==> config.mk <==
export PLATFORM = sky130hd
export DESIGN_NAME = tja_adapter
export DESIGN_NICKNAME = d
export VERILOG_FILES = /design/src/logic/tja_pkg.sv /design/src/logic/tja_store_if.sv /design/src/logic/tja_store.sv /design/src/logic/tja_adapter.sv
export SDC_FILE = /design/constraint.sdc
export NUM_CORES = 1
export LEC_CHECK = 0
export ABC_AREA = 1
export BUFFER_PORTS_ARGS = -buffer_cell sky130_fd_sc_hd__buf_4
export CORE_MARGIN = 3
export CORE_UTILIZATION = 55
export CTS_BUF_LIST = sky130_fd_sc_hd__clkbuf_8
export DETAILED_ROUTE_END_ITERATION = 8
export GPL_TIMING_DRIVEN = 0
export PLACE_DENSITY_LB_ADDON = 0.1
export SLEW_MARGIN = 20
export SYNTH_ARGS = -nofsm -noshare
export SYNTH_HDL_FRONTEND = slang
export SYNTH_SLANG_ARGS = --single-unit
==> constraint.sdc <==
create_clock -name sys_clk -period 5.6 [get_ports sys_clk]
set_input_delay 0.56 -clock sys_clk [delete_from_list [all_inputs] [get_ports sys_clk]]
set_output_delay 0.56 -clock sys_clk [all_outputs]
set_load 0.02 [all_outputs]
==> src/logic/tja_pkg.sv <==
// Constants, types and helpers for the tributary justification adapter
// Behaviour
// - Majority zero takes J as data
// - Sink store written by gapped clock
// - Sink store read by smoothed tracking clock
// - Sink store absorbs jitter and 30 ppm
// - Sink recovers within bound after step
// - Sink extracts only its own slot
// - Inactive sink sends ones, reports nothing in status (SSF output still follows fail)
// - AIS forces ones within 800 us
// - AIS clear restores data within 800 us
// - Source inserts tributary into slot frame
// - Source store written by tributary clock
// - Source reads on aggregate timing, decisions
// - Justification skips one read, J empty
// - Source error free within 30 ppm
// - Source emits control groups in place
// - Source writes only its own slot
// - Source drives access point only active
package tja_pkg;

  // Aggregate frame geometry
  localparam int FRAME_BITS = 1536;
  localparam int SET_BITS = 384;
  localparam int OVH_BITS = 12;
  localparam int CBIT_END = 4;
  localparam int JBIT_END = 8;
  localparam int SLOT_COUNT = 4;
  localparam int POS_W = 11;
  localparam logic [POS_W-1:0] POS_LAST = 11'h5FF;
  localparam logic [POS_W-1:0] SET1_START = 11'h180;
  localparam logic [POS_W-1:0] SET2_START = 11'h300;
  localparam logic [POS_W-1:0] SET3_START = 11'h480;

  // Timing
  localparam longint unsigned CLK_HZ = 64'd250000000;
  localparam longint unsigned TRIB_RATE_HZ = 64'd8448000;
  localparam logic [31:0] NCO_STEP = 32'((TRIB_RATE_HZ << 32) / CLK_HZ);
  localparam int AIS_LIMIT_US = 800;
  localparam int CLK_MHZ = 250;
  localparam int AIS_LIMIT_CYC = AIS_LIMIT_US * CLK_MHZ;

  // APB map
  localparam logic [7:0] ADDR_CTRL = 8'h00;
  localparam logic [7:0] ADDR_STATUS = 8'h04;
  localparam int CTRL_SRC_ACT = 0;
  localparam int CTRL_SNK_ACT = 1;
  localparam int ST_SSF = 0;
  localparam int ST_JUST = 1;
  localparam int ST_SNK_FILL = 8;
  localparam int ST_SRC_FILL = 16;
  localparam logic [1:0] CTRL_RESET = 2'h0;

  typedef enum logic [1:0] {K_OVH, K_CBIT, K_JBIT, K_DATA} tja_kind_t;

  // Classify a frame position
  function automatic tja_kind_t tja_kind(input logic [POS_W-1:0] p);
    logic [POS_W-1:0] off;
    off = p;
    if (p >= SET3_START)
      off = p - SET3_START;
    else if (p >= SET2_START)
      off = p - SET2_START;
    else if (p >= SET1_START)
      off = p - SET1_START;
    if (p < SET1_START)
      return (off < POS_W'(OVH_BITS)) ? K_OVH : K_DATA;
    if (off < POS_W'(CBIT_END))
      return K_CBIT;
    if (p >= SET3_START && off < POS_W'(JBIT_END))
      return K_JBIT;
    return K_DATA;
  endfunction

  // Which of the three control bits a position carries
  function automatic logic [1:0] tja_cidx(input logic [POS_W-1:0] p);
    if (p >= SET3_START)
      return 2'h2;
    if (p >= SET2_START)
      return 2'h1;
    return 2'h0;
  endfunction

  function automatic logic tja_major(input logic [2:0] c);
    return (c[0] & c[1]) | (c[0] & c[2]) | (c[1] & c[2]);
  endfunction

endpackage

==> src/logic/tja_store_if.sv <==
// Port bundle between the adapter and one elastic store
interface tja_store_if #(parameter int AW = 6);
  logic flush;
  logic wr_en;
  logic wr_data;
  logic rd_en;
  logic rd_data;
  logic [AW:0] fill;
  logic full;
  logic empty;
  modport store (input flush, input wr_en, input wr_data, input rd_en,
                 output rd_data, output fill, output full, output empty);
  modport user (output flush, output wr_en, output wr_data, output rd_en,
                input rd_data, input fill, input full, input empty);
endinterface

==> src/logic/tja_store.sv <==
// One-bit elastic store with fill level
module tja_store
  import tja_pkg::*;
#(
  parameter int AW = 6
)
(
  // Clock and reset
  input wire logic sys_clk,
  input wire logic reset_n,
  // User side
  tja_store_if.store st
);

  logic mem [2**AW];
  logic [AW:0] wp_r;
  logic [AW:0] rp_r;

  assign st.fill = wp_r - rp_r;
  assign st.full = (st.fill == (AW+1)'(2**AW));
  assign st.empty = (wp_r == rp_r);
  assign st.rd_data = mem[rp_r[AW-1:0]];

  always_ff @(posedge sys_clk)
  begin
    if (st.wr_en && !st.full)
      mem[wp_r[AW-1:0]] <= st.wr_data;
  end

  always_ff @(posedge sys_clk or negedge reset_n)
  begin
    if (!reset_n)
      wp_r <= '0;
    else if (st.flush)
      wp_r <= '0;
    else if (st.wr_en && !st.full)
      wp_r <= wp_r + 1'b1;
  end

  always_ff @(posedge sys_clk or negedge reset_n)
  begin
    if (!reset_n)
      rp_r <= '0;
    else if (st.flush)
      rp_r <= '0;
    else if (st.rd_en && !st.empty)
      rp_r <= rp_r + 1'b1;
  end

endmodule // tja_store

==> src/logic/tja_adapter.sv <==
// Tributary justification adapter: source and sink with APB control
module tja_adapter
  import tja_pkg::*;
#(
  parameter int SLOT_INDEX = 1,
  parameter int STORE_AW = 6,
  parameter int GAIN_SHIFT = 12
)
(
  // Clock and reset
  input wire logic sys_clk,
  input wire logic reset_n,
  // APB slave
  input wire logic psel,
  input wire logic penable,
  input wire logic pwrite,
  input wire logic [7:0] paddr,
  input wire logic [31:0] pwdata,
  output logic [31:0] prdata,
  output logic pready,
  output logic pslverr,
  // Aggregate receive side
  input wire logic aggregate_payload_data,
  input wire logic aggregate_payload_clock,
  input wire logic aggregate_frame_start,
  input wire logic trail_signal_fail_in,
  // Recovered tributary
  output logic tributary_data_out,
  output logic tributary_clock_out,
  output logic server_signal_fail_out,
  output logic ais_insert_action,
  // Tributary input
  input wire logic tributary_data_in,
  input wire logic tributary_clock_in,
  // Aggregate transmit side
  input wire logic aggregate_timing_clock,
  input wire logic aggregate_timing_frame_start,
  output logic agg_out_data,
  output logic agg_out_drive_n
);

  // Refuse parameters the logic cannot serve
  if (SLOT_INDEX < 1 || SLOT_INDEX > SLOT_COUNT)
  begin : g_bad_slot
    $error("SLOT_INDEX out of range");
  end
  if (STORE_AW < 3 || STORE_AW > 7)
  begin : g_bad_aw
    $error("STORE_AW out of range");
  end
  if (GAIN_SHIFT < 1 || GAIN_SHIFT > 20)
  begin : g_bad_gain
    $error("GAIN_SHIFT out of range");
  end

  localparam logic [1:0] LANE = 2'(SLOT_INDEX - 1);
  localparam logic [STORE_AW:0] HALF = (STORE_AW+1)'(2**(STORE_AW-1));

  tja_store_if #(.AW(STORE_AW)) snk_st ();
  tja_store_if #(.AW(STORE_AW)) src_st ();

  tja_store #(.AW(STORE_AW)) u_snk_store (.sys_clk(sys_clk), .reset_n(reset_n), .st(snk_st));
  tja_store #(.AW(STORE_AW)) u_src_store (.sys_clk(sys_clk), .reset_n(reset_n), .st(src_st));

  // Control register and APB
  logic [1:0] ctrl_r;
  logic src_active;
  logic snk_active;
  logic apb_hit;
  assign src_active = ctrl_r[CTRL_SRC_ACT];
  assign snk_active = ctrl_r[CTRL_SNK_ACT];
  assign apb_hit = (paddr == ADDR_CTRL) || (paddr == ADDR_STATUS);
  assign pready = 1'b1;
  assign pslverr = psel && penable && !apb_hit;

  always_ff @(posedge sys_clk or negedge reset_n)
  begin
    if (!reset_n)
      ctrl_r <= CTRL_RESET;
    else if (psel && penable && pwrite && paddr == ADDR_CTRL)
      ctrl_r <= pwdata[1:0];
  end

  logic src_just_r;
  logic [31:0] status;
  always_comb
  begin
    status = '0;
    // Inactive sink reports nothing
    // status suppression
    if (snk_active)
    begin
      status[ST_SSF] = server_signal_fail_out;
      status[ST_SNK_FILL +: STORE_AW+1] = snk_st.fill;
    end
    status[ST_JUST] = src_just_r;
    status[ST_SRC_FILL +: STORE_AW+1] = src_st.fill;
  end

  always_ff @(posedge sys_clk or negedge reset_n)
  begin
    if (!reset_n)
      prdata <= '0;
    else if (psel && !penable && !pwrite)
      prdata <= (paddr == ADDR_CTRL) ? {30'h0, ctrl_r} : (paddr == ADDR_STATUS) ? status : '0;
  end

  // Sink: frame position
  logic [POS_W-1:0] rx_pos_r;
  logic [POS_W-1:0] rx_pos;
  tja_kind_t rx_kind;
  logic rx_own;
  assign rx_pos = aggregate_frame_start ? '0 : ((rx_pos_r == POS_LAST) ? '0 : rx_pos_r + 1'b1);
  assign rx_kind = tja_kind(rx_pos);
  assign rx_own = aggregate_payload_clock && rx_pos[1:0] == LANE && snk_active;

  always_ff @(posedge sys_clk or negedge reset_n)
  begin
    if (!reset_n)
      rx_pos_r <= POS_LAST;
    else if (aggregate_payload_clock)
      rx_pos_r <= rx_pos;
  end

  logic [2:0] rx_c_r;
  always_ff @(posedge sys_clk or negedge reset_n)
  begin
    if (!reset_n)
      rx_c_r <= '0;
    else if (rx_own && rx_kind == K_CBIT)
      rx_c_r[tja_cidx(rx_pos)] <= aggregate_payload_data;
  end

  logic rx_take_j;
  assign rx_take_j = rx_own && rx_kind == K_JBIT && !tja_major(rx_c_r);

  // Gapped write into the sink store
  // gapped write
  assign snk_st.wr_en = (rx_own && rx_kind == K_DATA) || rx_take_j;
  assign snk_st.wr_data = aggregate_payload_data;
  assign snk_st.flush = !snk_active;

  // Smoothed read clock: NCO steered by fill
  // tracking read rate
  logic [31:0] nco_r;
  logic signed [33:0] fill_err;
  logic [32:0] nco_sum;
  logic [31:0] nco_step;
  always_comb
  begin
    fill_err = 34'(signed'({1'b0, snk_st.fill})) - 34'(signed'({1'b0, HALF}));
    nco_step = NCO_STEP + 32'(fill_err <<< GAIN_SHIFT);
    nco_sum = {1'b0, nco_r} + {1'b0, nco_step};
  end

  always_ff @(posedge sys_clk or negedge reset_n)
  begin
    if (!reset_n)
      nco_r <= '0;
    else
      nco_r <= nco_sum[31:0];
  end

  logic rd_tick;
  assign rd_tick = nco_sum[32];
  assign snk_st.rd_en = rd_tick;

  // Signal fail propagation
  // fail to AIS and SSF
  assign ais_insert_action = trail_signal_fail_in;
  assign server_signal_fail_out = trail_signal_fail_in;

  logic force_ones;
  assign force_ones = !snk_active || ais_insert_action;

  always_ff @(posedge sys_clk or negedge reset_n)
  begin
    if (!reset_n)
      tributary_data_out <= 1'b1;
    else if (force_ones)
      tributary_data_out <= 1'b1;
    else if (rd_tick)
      tributary_data_out <= snk_st.empty ? 1'b1 : snk_st.rd_data;
  end

  // Clock keeps running during AIS so ones hold the rate
  always_ff @(posedge sys_clk or negedge reset_n)
  begin
    if (!reset_n)
      tributary_clock_out <= 1'b0;
    else
      tributary_clock_out <= rd_tick;
  end

  // Source: tributary write
  // write on tributary clock
  assign src_st.wr_en = tributary_clock_in && src_active;
  assign src_st.wr_data = tributary_data_in;
  assign src_st.flush = !src_active;

  logic [POS_W-1:0] tx_pos_r;
  logic [POS_W-1:0] tx_pos;
  tja_kind_t tx_kind;
  logic tx_own;
  assign tx_pos = aggregate_timing_frame_start ? '0 : ((tx_pos_r == POS_LAST) ? '0 : tx_pos_r + 1'b1);
  assign tx_kind = tja_kind(tx_pos);
  assign tx_own = aggregate_timing_clock && tx_pos[1:0] == LANE && tx_kind != K_OVH;

  always_ff @(posedge sys_clk or negedge reset_n)
  begin
    if (!reset_n)
      tx_pos_r <= POS_LAST;
    else if (aggregate_timing_clock)
      tx_pos_r <= tx_pos;
  end

  // Justify when the store runs low, decided at frame start
  // decision keeps store centred
  always_ff @(posedge sys_clk or negedge reset_n)
  begin
    if (!reset_n)
      src_just_r <= 1'b0;
    else if (aggregate_timing_clock && tx_pos == '0)
      src_just_r <= src_st.fill < HALF;
  end

  // read on timing, skip on justification
  assign src_st.rd_en = tx_own && src_active && (tx_kind == K_DATA || (tx_kind == K_JBIT && !src_just_r));

  logic tx_bit;
  always_comb
  begin
    case (tx_kind)
      K_CBIT: tx_bit = src_just_r;
      K_JBIT: tx_bit = src_just_r ? 1'b1 : (src_st.empty ? 1'b1 : src_st.rd_data);
      K_DATA: tx_bit = src_st.empty ? 1'b1 : src_st.rd_data;
      default: tx_bit = 1'b1;
    endcase
  end

  // drive only own bits while active
  always_ff @(posedge sys_clk or negedge reset_n)
  begin
    if (!reset_n)
    begin
      agg_out_data <= 1'b1;
      agg_out_drive_n <= 1'b1;
    end
    else if (aggregate_timing_clock)
    begin
      agg_out_data <= tx_bit;
      agg_out_drive_n <= !(tx_own && src_active);
    end
    // Release at once on deactivation, not at the next bit
    else if (!src_active)
      agg_out_drive_n <= 1'b1;
  end

  // Checks
  a_sink_maj_one: assert property (@(posedge sys_clk) disable iff (!reset_n)
    (rx_own && rx_kind == K_JBIT && tja_major(rx_c_r)) |-> !snk_st.wr_en)
    else $error("stuffed J written");
  a_sink_maj_zero: assert property (@(posedge sys_clk) disable iff (!reset_n)
    (rx_own && rx_kind == K_JBIT && !tja_major(rx_c_r)) |-> snk_st.wr_en)
    else $error("J data dropped");
  a_sink_slot_only: assert property (@(posedge sys_clk) disable iff (!reset_n)
    snk_st.wr_en |-> rx_pos[1:0] == LANE && aggregate_payload_clock)
    else $error("foreign slot written");
  a_inactive_ones: assert property (@(posedge sys_clk) disable iff (!reset_n)
    !snk_active |-> !status[ST_SSF] ##1 tributary_data_out)
    else $error("inactive sink not all ones");
  a_ais_ones_fast: assert property (@(posedge sys_clk) disable iff (!reset_n)
    $rose(ais_insert_action) |=> tributary_data_out [*2])
    else $error("AIS not applied");
  a_ais_clear_data: assert property (@(posedge sys_clk) disable iff (!reset_n)
    ($fell(ais_insert_action) && snk_active) |-> ##[1:40] (rd_tick && !force_ones)
    ##1 (tributary_data_out == $past(snk_st.rd_data) || $past(snk_st.empty)))
    else $error("data not resumed");
  a_fail_follow: assert property (@(posedge sys_clk) disable iff (!reset_n)
    server_signal_fail_out == trail_signal_fail_in && ais_insert_action == trail_signal_fail_in)
    else $error("fail not propagated");
  a_src_skip_j: assert property (@(posedge sys_clk) disable iff (!reset_n)
    (tx_own && tx_kind == K_JBIT && src_just_r) |-> !src_st.rd_en ##1 agg_out_data)
    else $error("J read on justification");
  a_src_cbits: assert property (@(posedge sys_clk) disable iff (!reset_n)
    (tx_own && src_active && tx_kind == K_CBIT) |=> agg_out_data == src_just_r && !agg_out_drive_n)
    else $error("control bit wrong");
  a_src_quiet: assert property (@(posedge sys_clk) disable iff (!reset_n)
    (!src_active && !$past(src_active)) |-> agg_out_drive_n)
    else $error("inactive source drives");

  c_just_frame: cover property (@(posedge sys_clk) disable iff (!reset_n)
    tx_own && src_active && tx_kind == K_JBIT && src_just_r);
  c_j_taken: cover property (@(posedge sys_clk) disable iff (!reset_n) rx_take_j);
  c_ais_cycle: cover property (@(posedge sys_clk) disable iff (!reset_n)
    $rose(trail_signal_fail_in) ##[1:1000] $fell(trail_signal_fail_in));

endmodule // tja_adapter

==> results.cfg <==
[setup_path]
reg2reg_slack_ns = 0.49
cpMostUsedCell = nand2_1
worst-path-max-fanout = 10
critPathCaptureType = register
rr_worst_depth = 26
arrival_ns = 5.54
worst_path_max_delay_cell = dfrtp_2
startpoint_type = register
r2r_end = u_snk_store.rp_r[5]$_DFFE_PN0P_
critPathKind = register to register
crit_path_max_incr_delay_ns = 0.52
required_ns = 6.03
worstPathBufferInverterCount = 3
critPathTopFamily = simple AND/OR/NAND/NOR gates
timing.rr.start = u_snk_store.rp_r[1]$_DFFE_PN0P_

[grt]
grt-ovfl-total = 0
grt_max_degree = 108
track_usage_pct = 24.5
antenna_found_initial = 0
grt_pass1_wl_um = 52000
grt_pass1_vias = 10352

[worst_hold_path]
hold_class = primary input to asynchronous set/reset pin

[drt]
drtIter0Drc = 853
antenna_left = 0
wl_per_cell_um = 16.2
vias = 10896
drcViolationCount = 0
first_pass_iters = 5
finalWirelength_um = 31800
vias_per_cell = 5.55

[synth]
async_reset_ff_share_pct = 45.5
synth_compound_area_share_pct = 11.1
ys_seq_elements = 235
synth_commonest_cells = nor2_1, nand2_1, inv_1
muxShareOfSynthArea_pct = 0
synth_cell_types = 56
yosysWarnings = 0
synthFlopType = edfxtp_1
synth_fa_ha_area_share_pct = 4.58
synthesis.area_sq_um = 13200
yosys.area.top_type = edfxtp_1
syn_area_per_cell_sq_um = 8.73
yosysMostFrequentCell = nor2_1
synth.area.top_cells = edfxtp_1, dfrtp_1, nor2_1
synth_edf_count = 128
synth_top_family_by_area = simple AND/OR/NAND/NOR gates
yosysTopAreaCellShare_pct = 29.2
synthSimpleGateAreaFrac_pct = 24.2
yosysSeqAreaShare_pct = 49.7
synth_cells = 1510
synth-xor-area-share_pct = 3.59

[die]
rows = 56
core_sq_um = 23500
fp.dieW_um = 161
die_h_um = 161
initial_utilization_pct = 56.0
dieArea_sq_um = 25900
io_pins = 93

[clock_tree]
clk-insertion-delay-late_ns = 0.57
cts_tree = done
cts_buffer_depth = 3
cts_made_buffers = 41
clockRootBuffer = clkbuf_8
h-tree-depth = 2
clock-sinks = 235
path_clk_slew_ns = 0.06
ctsHoldBuffers = 0

[cells_and_area]
diodes = 0
drive_gt1_share_pct = 13.5
fin_cells = 1962
area_growth_syn_to_layout_pct = 12.8
nets = 1711

[status]
status = finished, final reports clean

[placement]
dpl.hpwl_um = 21800
place_congestion = 0.884
port_buffers = 44
dp_worst_setup_slack_ns = -0.477
dp.cells = 1888

[sta]
fin_ws_ns = 0.492
slew_headroom_pct = 32.8
setup_viol = 0
fmax_mhz = 196
finClkSkew_ns = 0.0166
fin_crit_sh_pct = 91.2
finalHoldViolations = 0
holdWs_ns = 0.0928
grt_setup_unrepaired = no
drv_slew = 0
worst_slew_pin_slew_ns = 1.01
period_minus_slack_ns = 5.11

[power_and_ir_drop]
p_leak_nw = 6.35
cellPowerDensity_nw_per_um2 = 405
vdd_drop_max_v = 0.000285

[run]
cap_violations = 0
logic make-up after synthesis:
| group | after synthesis |
|---|---|
| AO/OA/AOI/OAI | 259 |
| flip-flops | 235 |
| AND/OR/NAND/NOR | 702 |
| XOR/XNOR | 54 |
| adder cells (fa/ha/maj) | 47 |
| other | 2 |
| buffers and inverters | 211 |
area by class of cell:
type / count / area (sq um)
fill: 2097 / 8670
buffer: 55 / 297
sequential: 235 / 6550
timing repair buffer: 46 / 349
inverter: 153 / 582
clock inverter: 26 / 169
multi-input combinational: 1079 / 5850
clock buffer: 49 / 674
tap: 319 / 399
metal layers:
layer / share of wire [%] / global-route usage, %
met5: 0 / 0
met4: 2.0 / 6.88
met3: 5.9 / 3.30
met2: 48 / 41.8
met1: 44 / 33.2
placed cells by master, fill, tap and decap left out, types with 6 or more instances in the layout:
master,count
a21oi_1,44
buf_4,64
clkbuf_1,33
clkbuf_8,49
clkinv_1,8
conb_1,17
dfrtp_1,81
dfstp_2,23
edfxtp_1,128
ha_1,45
inv_1,150
inv_2,11
nand2_1,226
nand2_2,10
nand3_1,92
nand3_2,9
nand4_1,37
nand4_4,6
nor2_1,269
nor2_2,9
nor3_1,20
o211ai_1,6
o21ai_0,134
o21ai_1,8
o221ai_1,11
o22ai_1,30
xnor2_1,16
xor2_1,36
power by group:
part | switching [W] | internal [W]
clock network | 0.000721 | 0.000889
logic | 0.00149 | 0.000806
registers | 0.000122 | 0.00199
state kept, by name (all words and copies together) (netlist names), 7 cells and up:
| name | cells |
|---|---|
| u_snk_store.mem | 64 |
| u_src_store.mem | 64 |
| nco_r | 31 |
| prdata | 16 |
| rx_pos_r | 11 |
| tx_pos_r | 11 |
| u_snk_store.rp_r | 7 |
| u_snk_store.wp_r | 7 |
| u_src_store.rp_r | 7 |
| u_src_store.wp_r | 7 |
stage by stage:
stage / setup TNS, ns / area, sq um / total power [W] / utilization [%]
2_1_floorplan: 0 / 13200 / 0.00382 / -
3_3_place_gp: -1.83 / 14000 / 0.00438 / 59.3
3_5_place_dp: -2.39 / 14000 / 0.00441 / 59.3
4_1_cts: 0 / 14800 / 0.00603 / 63.0
5_1_grt: 0 / 14900 / 0.00644 / 63.2
6_report: 0 / 14900 / 0.00602 / 63.2
worst reg2reg max path, delay by kind of cell, from the launching register on:
kind | cells | cell delay [ns]
AOI/OAI and AO/OA | 6 | 0.96
xor gates and xnor gates | 2 | 0.45
adders and majority gates | 3 | 1.10
buffers and inverters | 3 | 0.52
DFF | 1 | 0.52
and+or+nand+nor | 12 | 1.45
how the worst max path moves through the flow:
stage / from / to / cells after the start
floorplan: u_snk_store.rp_r[2]$_DFFE_PN0P_ / u_snk_store.rp_r[5]$_DFFE_PN0P_ / 28
detailed placement: u_snk_store.rp_r[1]$_DFFE_PN0P_ / u_snk_store.rp_r[4]$_DFFE_PN0P_ / 26
CTS: u_snk_store.rp_r[1]$_DFFE_PN0P_ / u_snk_store.rp_r[4]$_DFFE_PN0P_ / 26
global route: u_snk_store.rp_r[2]$_DFFE_PN0P_ / u_snk_store.rp_r[5]$_DFFE_PN0P_ / 26
finish: u_snk_store.rp_r[1]$_DFFE_PN0P_ / u_snk_store.rp_r[5]$_DFFE_PN0P_ / 26
global placement: u_snk_store.rp_r[1]$_DFFE_PN0P_ / u_snk_store.rp_r[4]$_DFFE_PN0P_ / 26
timing repair:
item / in CTS / in global routing
setup buffers: 2 / 0
hold endpoints to repair: 0 / 0
gates resized for setup: 5 / 9
endpoints found under the setup margin: 8 / 8
No activity file was read; power rests on OpenSTA's default activity.
